$ cat src/logic/qdl_defines.svh
`ifndef QDL_DEFINES_SVH
`define QDL_DEFINES_SVH

`define QDL_WORD_BITS 16
`define QDL_CODE_BITS 12
`define QDL_CHANNELS 4
`define QDL_CODE_MSB 15
`define QDL_CODE_LSB 4
`define QDL_ADDR_HI_BIT 3
`define QDL_ADDR_LO_BIT 2
`define QDL_SEL_HI_BIT 1
`define QDL_SEL_LO_BIT 0
`define QDL_CODE_RESET 12'h000
`define QDL_CNT_RESET 5'h00
`define QDL_BIPOLAR_ZERO 12'h800

`endif

$ cat src/logic/qdl_pkg.sv
package qdl_pkg;
   typedef logic [11:0] qdl_code_t;
   typedef logic [15:0] qdl_word_t;
   typedef logic [1:0] qdl_chan_t;
   typedef enum logic [1:0] {
      QDL_IDLE = 2'b00,
      QDL_SHIFT = 2'b01,
      QDL_DONE = 2'b10
   } qdl_state_t;
endpackage

$ cat src/logic/qdl_segment_decode.sv
`timescale 1ns/10ps
// Converter code to switch controls: thermometer on the top two bits, binary ladder below
module qdl_segment_decode (
   // Code in
   input wire qdl_pkg::qdl_code_t code,
   // Switch controls
   output logic [2:0] segment_sw,
   output logic [9:0] ladder_sw
);
   import qdl_pkg::*;

   always_comb begin
      // Each segment switch steers a quarter of the reference current
      segment_sw[0] = code[11] | code[10];
      segment_sw[1] = code[11];
      segment_sw[2] = code[11] & code[10];
      ladder_sw = code[9:0];
   end
endmodule // qdl_segment_decode

$ cat src/logic/qdl_serial_loader.sv
// What this block does
// - Shift serial data in on each falling serial clock edge during a frame.
// - Drive serial data out from the last shift register stage for daisy chaining.
// - Frame sync low marks the word; its rise ends the transfer.
// - After sixteen bits, accept only when DB3/DB2 match the address straps.
// - DB1/DB0 pick one input latch for the twelve data bits; others hold.
// - Update strobe low with clear high copies all input latches to converter latches together.
// - Clear low forces all converter latches to zero code.
// - Clear leaves input latches unchanged so update restores old codes.
// - Top two code bits decode to three quarter-current segment switches.
// - Lower ten code bits drive ten binary ladder switches directly.
// - Unipolar coding is straight binary, steps of one in 4096.
// - Bipolar coding is offset binary, 0x800 is zero, steps one in 2048.
// - Words go MSB first: twelve data bits, address bits, then select bits.
`timescale 1ns/10ps
`include "qdl_defines.svh"
module qdl_serial_loader (
   // System
   input wire logic clk,
   input wire logic srst,
   // Serial link pins
   input wire logic frame_sync_in,
   input wire logic serial_clock_in,
   input wire logic serial_data_in,
   output logic serial_data_out,
   // Address straps
   input wire logic addr_strap_high,
   input wire logic addr_strap_low,
   // Update and clear
   input wire logic update_strobe_n,
   input wire logic clear_outputs_n,
   // Converter codes and switch controls
   output qdl_pkg::qdl_code_t dac_code [4],
   output logic [2:0] segment_sw [4],
   output logic [9:0] ladder_sw [4],
   // Status
   output logic word_accepted,
   output logic word_rejected
);
   import qdl_pkg::*;

   // Two-stage synchronisers for every pin input
   logic [4:0] sync1_reg, sync1_next;
   logic [4:0] sync2_reg, sync2_next;
   logic sclk_prev_reg, sclk_prev_next;
   logic fs_n, sclk, sdat, strap_hi, strap_lo, upd_n, clr_n;

   always_comb begin
      sync1_next = {frame_sync_in, serial_clock_in, serial_data_in,
                    addr_strap_high, addr_strap_low};
      sync2_next = sync1_reg;
      sclk_prev_next = sync2_reg[3];
   end

   always_ff @(posedge clk) begin
      if (srst) begin
         sync1_reg <= 5'h1F;
         sync2_reg <= 5'h1F;
         sclk_prev_reg <= 1'b1;
      end else begin
         sync1_reg <= sync1_next;
         sync2_reg <= sync2_next;
         sclk_prev_reg <= sclk_prev_next;
      end
   end

   // Separate pair for the asynchronous strobes
   logic [1:0] ctl1_reg, ctl1_next, ctl2_reg, ctl2_next;
   always_comb begin
      ctl1_next = {update_strobe_n, clear_outputs_n};
      ctl2_next = ctl1_reg;
   end
   always_ff @(posedge clk) begin
      if (srst) begin
         ctl1_reg <= 2'h3;
         ctl2_reg <= 2'h3;
      end else begin
         ctl1_reg <= ctl1_next;
         ctl2_reg <= ctl2_next;
      end
   end

   always_comb begin
      fs_n = sync2_reg[4];
      sclk = sync2_reg[3];
      sdat = sync2_reg[2];
      strap_hi = sync2_reg[1];
      strap_lo = sync2_reg[0];
      upd_n = ctl2_reg[1];
      clr_n = ctl2_reg[0];
   end

   logic sclk_fall;
   assign sclk_fall = sclk_prev_reg & ~sclk;

   // Frame state, shift register and bit count
   qdl_state_t state_reg, state_next;
   qdl_word_t shift_reg, shift_next;
   logic [4:0] count_reg, count_next;
   logic accept_reg, accept_next, reject_reg, reject_next;
   logic sdo_reg, sdo_next;

   always_comb begin
      state_next = state_reg;
      shift_next = shift_reg;
      count_next = count_reg;
      accept_next = 1'b0;
      reject_next = 1'b0;
      sdo_next = shift_reg[`QDL_CODE_MSB];
      unique case (state_reg)
         QDL_IDLE: begin
            if (!fs_n) begin
               state_next = QDL_SHIFT;
               count_next = `QDL_CNT_RESET;
               if (sclk_fall) begin
                  shift_next = {shift_reg[14:0], sdat};
                  count_next = 5'h01;
               end
            end
         end
         QDL_SHIFT: begin
            if (fs_n) begin
               // Frame ended short of a full word: discard
               state_next = QDL_IDLE;
            end else if (sclk_fall) begin
               shift_next = {shift_reg[14:0], sdat};
               count_next = count_reg + 5'h01;
               if (count_reg == 5'(`QDL_WORD_BITS - 1)) begin
                  state_next = QDL_DONE;
                  if (shift_reg[`QDL_ADDR_HI_BIT - 1] == strap_hi &&
                      shift_reg[`QDL_ADDR_LO_BIT - 1] == strap_lo) begin
                     accept_next = 1'b1;
                  end else begin
                     reject_next = 1'b1;
                  end
               end
            end
         end
         QDL_DONE: begin
            // Keep shifting for the daisy chain, but no further load this frame
            if (fs_n) begin
               state_next = QDL_IDLE;
            end else if (sclk_fall) begin
               shift_next = {shift_reg[14:0], sdat};
            end
         end
         default: state_next = QDL_IDLE;
      endcase
   end

   always_ff @(posedge clk) begin
      if (srst) begin
         state_reg <= QDL_IDLE;
         shift_reg <= 16'h0000;
         count_reg <= `QDL_CNT_RESET;
         accept_reg <= 1'b0;
         reject_reg <= 1'b0;
         sdo_reg <= 1'b0;
      end else begin
         state_reg <= state_next;
         shift_reg <= shift_next;
         count_reg <= count_next;
         accept_reg <= accept_next;
         reject_reg <= reject_next;
         sdo_reg <= sdo_next;
      end
   end

   // Input and converter latches
   qdl_code_t in_latch_reg [4], in_latch_next [4];
   qdl_code_t dac_latch_reg [4], dac_latch_next [4];
   qdl_chan_t sel;

   always_comb begin
      sel = {shift_reg[`QDL_SEL_HI_BIT], shift_reg[`QDL_SEL_LO_BIT]};
      for (int i = 0; i < `QDL_CHANNELS; i++) begin
         in_latch_next[i] = in_latch_reg[i];
         if (accept_reg && sel == 2'(i)) begin
            in_latch_next[i] = shift_reg[`QDL_CODE_MSB:`QDL_CODE_LSB];
         end
         dac_latch_next[i] = dac_latch_reg[i];
         if (!clr_n) begin
            dac_latch_next[i] = `QDL_CODE_RESET;
         end else if (!upd_n) begin
            dac_latch_next[i] = in_latch_reg[i];
         end
      end
   end

   always_ff @(posedge clk) begin
      if (srst) begin
         for (int i = 0; i < `QDL_CHANNELS; i++) begin
            in_latch_reg[i] <= `QDL_CODE_RESET;
            dac_latch_reg[i] <= `QDL_CODE_RESET;
         end
      end else begin
         for (int i = 0; i < `QDL_CHANNELS; i++) begin
            in_latch_reg[i] <= in_latch_next[i];
            dac_latch_reg[i] <= dac_latch_next[i];
         end
      end
   end

   genvar g;
   generate
      for (g = 0; g < `QDL_CHANNELS; g++) begin : g_dec
         qdl_segment_decode u_dec (
            .code(dac_latch_reg[g]),
            .segment_sw(segment_sw[g]),
            .ladder_sw(ladder_sw[g])
         );
      end
   endgenerate

   always_comb begin
      serial_data_out = sdo_reg;
      word_accepted = accept_reg;
      word_rejected = reject_reg;
      for (int i = 0; i < `QDL_CHANNELS; i++) begin
         dac_code[i] = dac_latch_reg[i];
      end
   end
endmodule // qdl_serial_loader

$ cat config.mk
export PLATFORM = sky130hd
export DESIGN_NAME = qdl_serial_loader
export DESIGN_NICKNAME = d
export VERILOG_FILES = /design/src/logic/qdl_pkg.sv /design/src/logic/qdl_segment_decode.sv /design/src/logic/qdl_serial_loader.sv
export VERILOG_INCLUDE_DIRS = /design/src /design/src/logic
export SDC_FILE = /design/constraint.sdc
export NUM_CORES = 1
export LEC_CHECK = 0
export ABC_CLOCK_PERIOD_IN_PS = 1950
export BUFFER_PORTS_ARGS = -buffer_cell sky130_fd_sc_hd__buf_2
export CAP_MARGIN = 30
export CORE_ASPECT_RATIO = 1.5
export CORE_MARGIN = 1
export CORE_UTILIZATION = 35
export DETAILED_ROUTE_END_ITERATION = 8
export PLACE_DENSITY = 0.62
export RECOVER_POWER = 25
export REMOVE_ABC_BUFFERS = 1
export SLEW_MARGIN = 20
export SYNTH_ARGS = -nofsm -noshare
export SYNTH_HDL_FRONTEND = slang
export SYNTH_SLANG_ARGS = --single-unit
$ cat constraint.sdc
create_clock -name clk -period 1.95 [get_ports clk]
set_input_delay 0.195 -clock clk [delete_from_list [all_inputs] [get_ports clk]]
set_output_delay 0.195 -clock clk [all_outputs]
set_load 0.01 [all_outputs]
==> results of run 1 <==
==> critical path: cells and delay by family, from the launching register on <==
kind | cells | cell delay (ns)
adder cells (fa/ha/maj) | 2 | 0.35
flip-flops | 1 | 0.39
AND/OR/NAND/NOR | 4 | 0.77
==> layout by cell type, fill, tap and decap left out, types with 3 or more instances in the layout <==
cell type / instances
nor2_1: 76
mux2i_1: 74
nand3_1: 3
a21oi_1: 45
clkbuf_16: 17
buf_2: 90
clkbuf_8: 8
nand2_1: 85
dlygate4sd3_1: 7
or2_2: 19
buf_4: 5
clkbuf_1: 22
and2_1: 5
nand2b_1: 3
dfxtp_1: 137
==> final cells by class <==
cell class                 instances  area, um2
sequential                       137       2740
fill                            1490       8270
clock inverter                     2       10.0
multi-input combinational        336       1960
tap                              196        245
timing repair buffer             126        684
clock buffer                      26        539
inverter                           2       7.51
==> cell usage after synthesis <==
| cell | instances |
|---|---|
| dfxtp_1 | 137 |
| nand3_1 | 3 |
| mux2i_1 | 74 |
| mux2_2 | 1 |
| buf_1 | 1 |
| nand2_1 | 85 |
| nor4_1 | 1 |
| or4b_1 | 1 |
| clkbuf_1 | 19 |
| xor2_1 | 2 |
| ha_1 | 2 |
| nor2b_1 | 2 |
| nand4_1 | 1 |
| a31oi_1 | 1 |
| nand2b_1 | 4 |
| inv_1 | 2 |
| or2_1 | 2 |
| buf_2 | 13 |
| buf_4 | 44 |
| nand4b_1 | 1 |
| o21ai_1 | 1 |
| a21oi_1 | 45 |
| and3_1 | 2 |
| a21boi_0 | 1 |
| nor3b_2 | 1 |
| nor2_1 | 76 |
| or2_2 | 19 |
| or3_1 | 1 |
| nand3b_1 | 1 |
| nor3b_1 | 2 |
| and2_1 | 5 |
| nor3_1 | 2 |
==> cell families (layout without fill, tap and decap cells) <==
| family | after synthesis | count (layout) | synth area share (%) |
|---|---|---|---|
| AOI/OAI and AO/OA | 48 | 48 | 4.72 |
| muxes | 75 | 75 | 14.5 |
| DFF | 137 | 137 | 53.0 |
| and+or+nand+nor | 209 | 209 | 17.7 |
| xor gates and xnor gates | 2 | 2 | 0.339 |
| adders and majority gates | 2 | 2 | 0.484 |
| buffers and inverters | 79 | 156 | 9.24 |
==> how the worst max path moves through the flow <==
| stage | cells after the start | end |
|---|---|---|
| 3_5_place_dp | 6 | word_accepted |
| 5_1_grt | 4 | shift_reg[14] |
| 4_1_cts | 6 | word_accepted |
| 6_report | 6 | word_accepted |
| 3_3_place_gp | 6 | word_accepted |
| 2_1_floorplan | 2 | dac_latch_reg[0][0] |
==> per-layer routing <==
| metal | wire length, um | vias to the layer above |
|---|---|---|
| li1 | - | 1885 |
| met1 | 4290 | 1738 |
| met2 | 5170 | 83 |
| met3 | 376 | 21 |
| met4 | 227 | 0 |
| met5 | 0 | - |
==> what timing repair did <==
item,in CTS,in global routing
hold endpoints to repair,7,0
setup buffers,0,0
hold buffers,7,0
==> power groups by stage <==
stage	Sequential (mW)	Clock [mW]	Combinational [mW]
finish	2.82	2.92	0.133
global route	2.82	3.09	0.148
CTS	2.82	2.99	0.131
global placement	2.88	0	0.117
detailed placement	2.88	0	0.120
floorplan	2.89	0	0.0529
==> metrics, run 1 <==
H-tree depth=4; first-pass GRT wire length=15800 um; pwr dens=950 nW/um2; Yosys top cell by area=dfxtp_1; root buf cell=clkbuf_16; slowest stage delay, CP=0.39 ns; Resize count post-CTS=0; grt peak-use layer=met2; RSZ-0062 raised after global routing=false; GPL Wtd Cong=0.724; Mapped Area=5170 um2; PortBufs=approximately 110; sequential element share of the synthesized area=53.0%; crit share post-route=approximately 82%; largest net degree at the start of global routing=just under 90; hold path depth=3; Crit Path Max Fanout=4; Seq cells post-synth=between 100 and 150; Syn Inst Count=552; vias in the first global route=3328; CTS buffer count=17; Die X=101 um; area share of the largest cell type after synthesis=53.0%; drt drc=0; ANT nets after route=0; WP data required=approximately 2.3 ns; slew margin rel.=between 40% and 50%; initial core utilization=a little over a third; # diodes=0; Die H=151 um; post-layout net count=631; critical setup path kind=flip-flop to flip-flop; Ys Warns=0; Int Pwr=4.73 mW; Final Non-Filler Cells=825; reg2reg start=count_reg[0]; post-DR wirelength/cell=roughly 12 um; Core Util, Final=between 40% and 50%; Final Critical Period=1.60 ns; final hold violation count=0; synth-to-layout area growth=19.5%; CP max-delay cell=dfxtp_1; Final setup viols=0; Max Slew Vio Count=0; status=finished, final reports clean; Peak VDD IR=0.632 mV; CTS Sinks=~140; Seq pwr share=around 48%; Worst R2R Path Depth=6; Sum Neg Setup Slack=0 ns; Total GRT Usage=13.5%; Starting DRT DRC Count=about 190; initial antenna violation count=0; Core Box Area=14500 um2; Worst R2R Setup Slack=between 0.3 and 0.4 ns; dpl cells=789; post-route cell area=6180 um2; final hold slack=0.291 ns; Avg Cell Area, Syn=9.37 um2; maxcap violations=0; most frequent CP cell=ha_1; row cnt=54; HPWL after DPL=6660 um; post-layout worst setup margin=0.350 ns; Fmax=0.625 GHz; Worst-path clk slew=around 0.05 ns; Netlist cell types=32; Pwr Total=5.87 mW; dpl cell area=around 5600 um2; Routed Wire Length=between 10000 and 15000 um; Critical R2R Capture=word_accepted; Hold EP=in_latch_reg[2][3]; Leak=2.88 nW; routing usage on met1=15.0%; Setup WS pre-CTS=about 0.37 ns; grt met2 use=23.9%; met3 Track Usage GR=slightly above 3%; layout cell share with drive strength beyond 1=roughly a quarter; Synth area leaders=dfxtp_1 53%, mux2i_1 14%, buf_4 6.4%; Worst setup EP type=flip-flop; Layout Skew=0.00555 ns; switch share=19.4%; Max clock buf depth=2; power share of the combinational group=approximately 2.3%; CP startpoint kind=flip-flop; Slew @ Worst Pin=0.877 ns; switching power=1.14 mW; clock share of power=49.7%; # IOs=112; hold_sp=srst; die footprint=15300 um2; worst path cell trace=ha_1, and3_1, ha_1, nand3_1, or3_1, nor3_1; Hold WC Path Type=primary input to flip-flop; grt ovf=0; worst skew pair latency=between 0.4 and 0.5 ns; Avg Vias per Cell=between 4 and 5; DR vias=between 3000 and 4000; Worst Setup SP=count_reg[0]; TritonRoute pass-1 iters=4; CP Data Arrival Time=1.93 ns; CTS tree=yes
No activity file was read; power rests on OpenSTA's default activity.
==> run 2, diff against run 1 <==
--- a/config.mk
+++ b/config.mk
@@ -6,14 +6,15 @@
 export SDC_FILE = /design/constraint.sdc
 export NUM_CORES = 1
 export LEC_CHECK = 0
-export ABC_CLOCK_PERIOD_IN_PS = 1950
+export ABC_AREA = 1
+export ABC_CLOCK_PERIOD_IN_PS = 1400
 export BUFFER_PORTS_ARGS = -buffer_cell sky130_fd_sc_hd__buf_2
 export CAP_MARGIN = 30
 export CORE_ASPECT_RATIO = 1.5
 export CORE_MARGIN = 1
 export CORE_UTILIZATION = 35
 export DETAILED_ROUTE_END_ITERATION = 8
-export PLACE_DENSITY = 0.62
+export PLACE_DENSITY = 0.65
 export RECOVER_POWER = 25
 export REMOVE_ABC_BUFFERS = 1
 export SLEW_MARGIN = 20
==> constraint.sdc (replaced) <==
create_clock -name clk -period 1.4 [get_ports clk]
set_input_delay 0.14 -clock clk [delete_from_list [all_inputs] [get_ports clk]]
set_output_delay 0.14 -clock clk [all_outputs]
set_load 0.01 [all_outputs]
==> run 2 against run 1 <==
Net effect:
- critical path type is now flip-flop to output port
- sequential share of layout area hardly changed
- wire length increased by 3.5%
- largest power group unchanged
- global-route usage is 0.82 points higher
- critical path depth down 4
- clock skew shrank 0.00068 ns
==> metrics, run 2 <==
HPWL after DPL=6880 um; largest net degree at the start of global routing=between 70 and 80; Worst R2R Path Depth=8; Peak VDD IR=0.772 mV; GPL Wtd Cong=0.759; Post-synth ARST share=0%; Hold EP=ctl2_reg[0]; Hold WC Path Type=primary input to flip-flop; Netlist cell types=24; Worst-path clk slew=about 0.06 ns; commonest non-fill, non-tap cell in the layout=dfxtp_1; # IOs=roughly 110; maxcap violations=0; reg2reg start=count_reg[0]; Seq cells post-synth=137; crit share post-route=93.9%; Core Util, Final=43.6%; Critical R2R Capture=state_reg[0]; status=finished, final reports clean; Leak=2.64 nW; Avg Cell Area, Syn=8.13 um2; fillers=1480; critical setup path kind=flip-flop to output port; post-layout net count=715; Final Critical Period=1.32 ns; TritonRoute pass-1 iters=4; Worst R2R Setup Slack=0.12 ns; grt ovf=0; WP data required=approximately 1.3 ns; layout cell share with drive strength beyond 1=between 20% and 30%; initial core utilization=36.2%; most frequent cell after synthesis=dfxtp_1; Die H=~150 um; row cnt=53; EDFF count, synth=0; Routed Wire Length=10400 um; Total GRT Usage=between 10 and 15%; CTS tree=yes; CTS Sinks=137; Multi-input gate area=between 1500 and 2000 um2; CP Data Arrival Time=1.18 ns; commonest non-fill, non-tap cells in the layout=135 x dfxtp_1, 95 x nor2_1, 86 x o21ai_0; Final setup viols=0; pwr dens=1420 nW/um2; Worst setup EP type=output port; CP startpoint kind=flip-flop; Yosys top cell by area=dfxtp_1; hold path depth=2; synth-to-layout area growth=20.6%; vias in the first global route=3599; Max clock buf depth=2; Crit Path Max Fanout=5; CTS buffer count=17; area share of the largest cell type after synthesis=between 50 and 60%; ANT nets after route=0; Synth area leaders=dfxtp_1 53%, o21ai_0 8.4%, a21oi_1 7.3%; root buf cell=clkbuf_16; Slew @ Worst Pin=0.727 ns; Reg area=2750 um2; drt drc=0; Core Box Area=roughly 14000 um2; final hold violation count=0; Mapped Area=~5000 um2; Die X=101 um; Final Non-Filler Cells=906; Max Slew Vio Count=0; PortBufs=111; # diodes=0; Syn Inst Count=631; Starting DRT DRC Count=199; initial antenna violation count=0; Post-synth top cells=137 x dfxtp_1, 96 x nor2_1, 86 x o21ai_0, 75 x a21oi_1, 66 x nand2_1; Most used DFF post-synth=dfxtp_1; Pwr Total=8.80 mW; Ys Warns=0; Avg Vias per Cell=between 4 and 5; first-pass GRT wire length=around 17000 um; dpl cells=869; sequential element share of the synthesized area=53.4%; Layout Skew=0.00487 ns; Fmax=between 0.7 and 0.8 GHz; H-tree depth=4; slew margin rel.=51.5%; post-DR wirelength/cell=11.5 um; DR vias=3989; die footprint=roughly 15000 um2; worst skew pair latency=0.41 ns; RSZ-0062 raised after global routing=true; hold_sp=srst
[run 2: cell families after synthesis]
family	after synthesis	synth area share, %
adder cells (fa/ha/maj)	2	0.487
XOR/XNOR	1	0.171
AO/OA/AOI/OAI	167	16.3
buffers and inverters	127	13.5
flip-flops	137	53.4
AND/OR/NAND/NOR	197	16.1
[run 2: metrics by stage]
stage                     setup slack, ns  hold WS [ns]  cell area (um2)  setup TNS (ns)
after detailed placement           0.0610         0.325             5550               0
after floorplan                    -0.169         0.212             4630           -5.30
after CTS                          0.0456       0.00241             6210               0
final                              0.0850        0.0151             6190               0
after global routing              -0.0189        0.0125             6190         -0.0381
after global placement             0.0929         0.324             5550               0
[run 2: metal layers]
| layer | GRT usage [%] | part of all wire (%) | up-vias | wire, um |
|---|---|---|---|---|
| met5 | 0 | 0 | - | 0 |
| met4 | 6.52 | 1.6 | 0 | 167 |
| met3 | 3.06 | 2.9 | 13 | 302 |
| met2 | 25.4 | 52 | 69 | 5420 |
| met1 | 16.4 | 43 | 1791 | 4530 |
| li1 | - | - | 2116 | - |
[run 2: repair_timing]
action,in CTS,in global routing
hold buffers,7,0
buffers inserted,0,1
gates resized for setup,0,8
endpoints found under the hold margin,7,0
endpoints found under the setup margin,0,9
[run 2: power by group]
part | internal [mW] | switching, mW | leakage (nW)
Combinational | 0.131 | 0.204 | 1.26
Sequential | 3.96 | 0.0408 | 1.11
Clock | 2.82 | 1.64 | 0.272
[run 2: how the worst max path moves through the flow]
stage | start | endpoint | slack [ns] | depth (start not counted)
detailed placement | count_reg[0] | word_rejected | 0.06 | 8
global placement | count_reg[0] | word_accepted | 0.09 | 8
floorplan | ctl2_reg[1] | dac_latch_reg[1][0] | -0.17 | 3
global route | count_reg[0] | state_reg[0] | -0.02 | 8
finish | dac_latch_reg[2][11] | segment_sw[3] | 0.08 | 2
CTS | count_reg[0] | word_rejected | 0.05 | 8
[run 2: critical path, cell delays in order (launching register included)]
cell and delay [ns]:
dfxtp_1 0.34, or2_2 0.29, buf_2 0.14
[run 2: layout make-up]
cell class                      count  share of cell area, %
Sequential cell                   137                   44.4
Clock buffer                       18                   7.10
Clock inverter                     11                   2.43
Multi-Input combinational cell    367                   27.8
Timing Repair Buffer              131                   11.4
Inverter                           50                   3.03
Tap cell                          192                   3.88
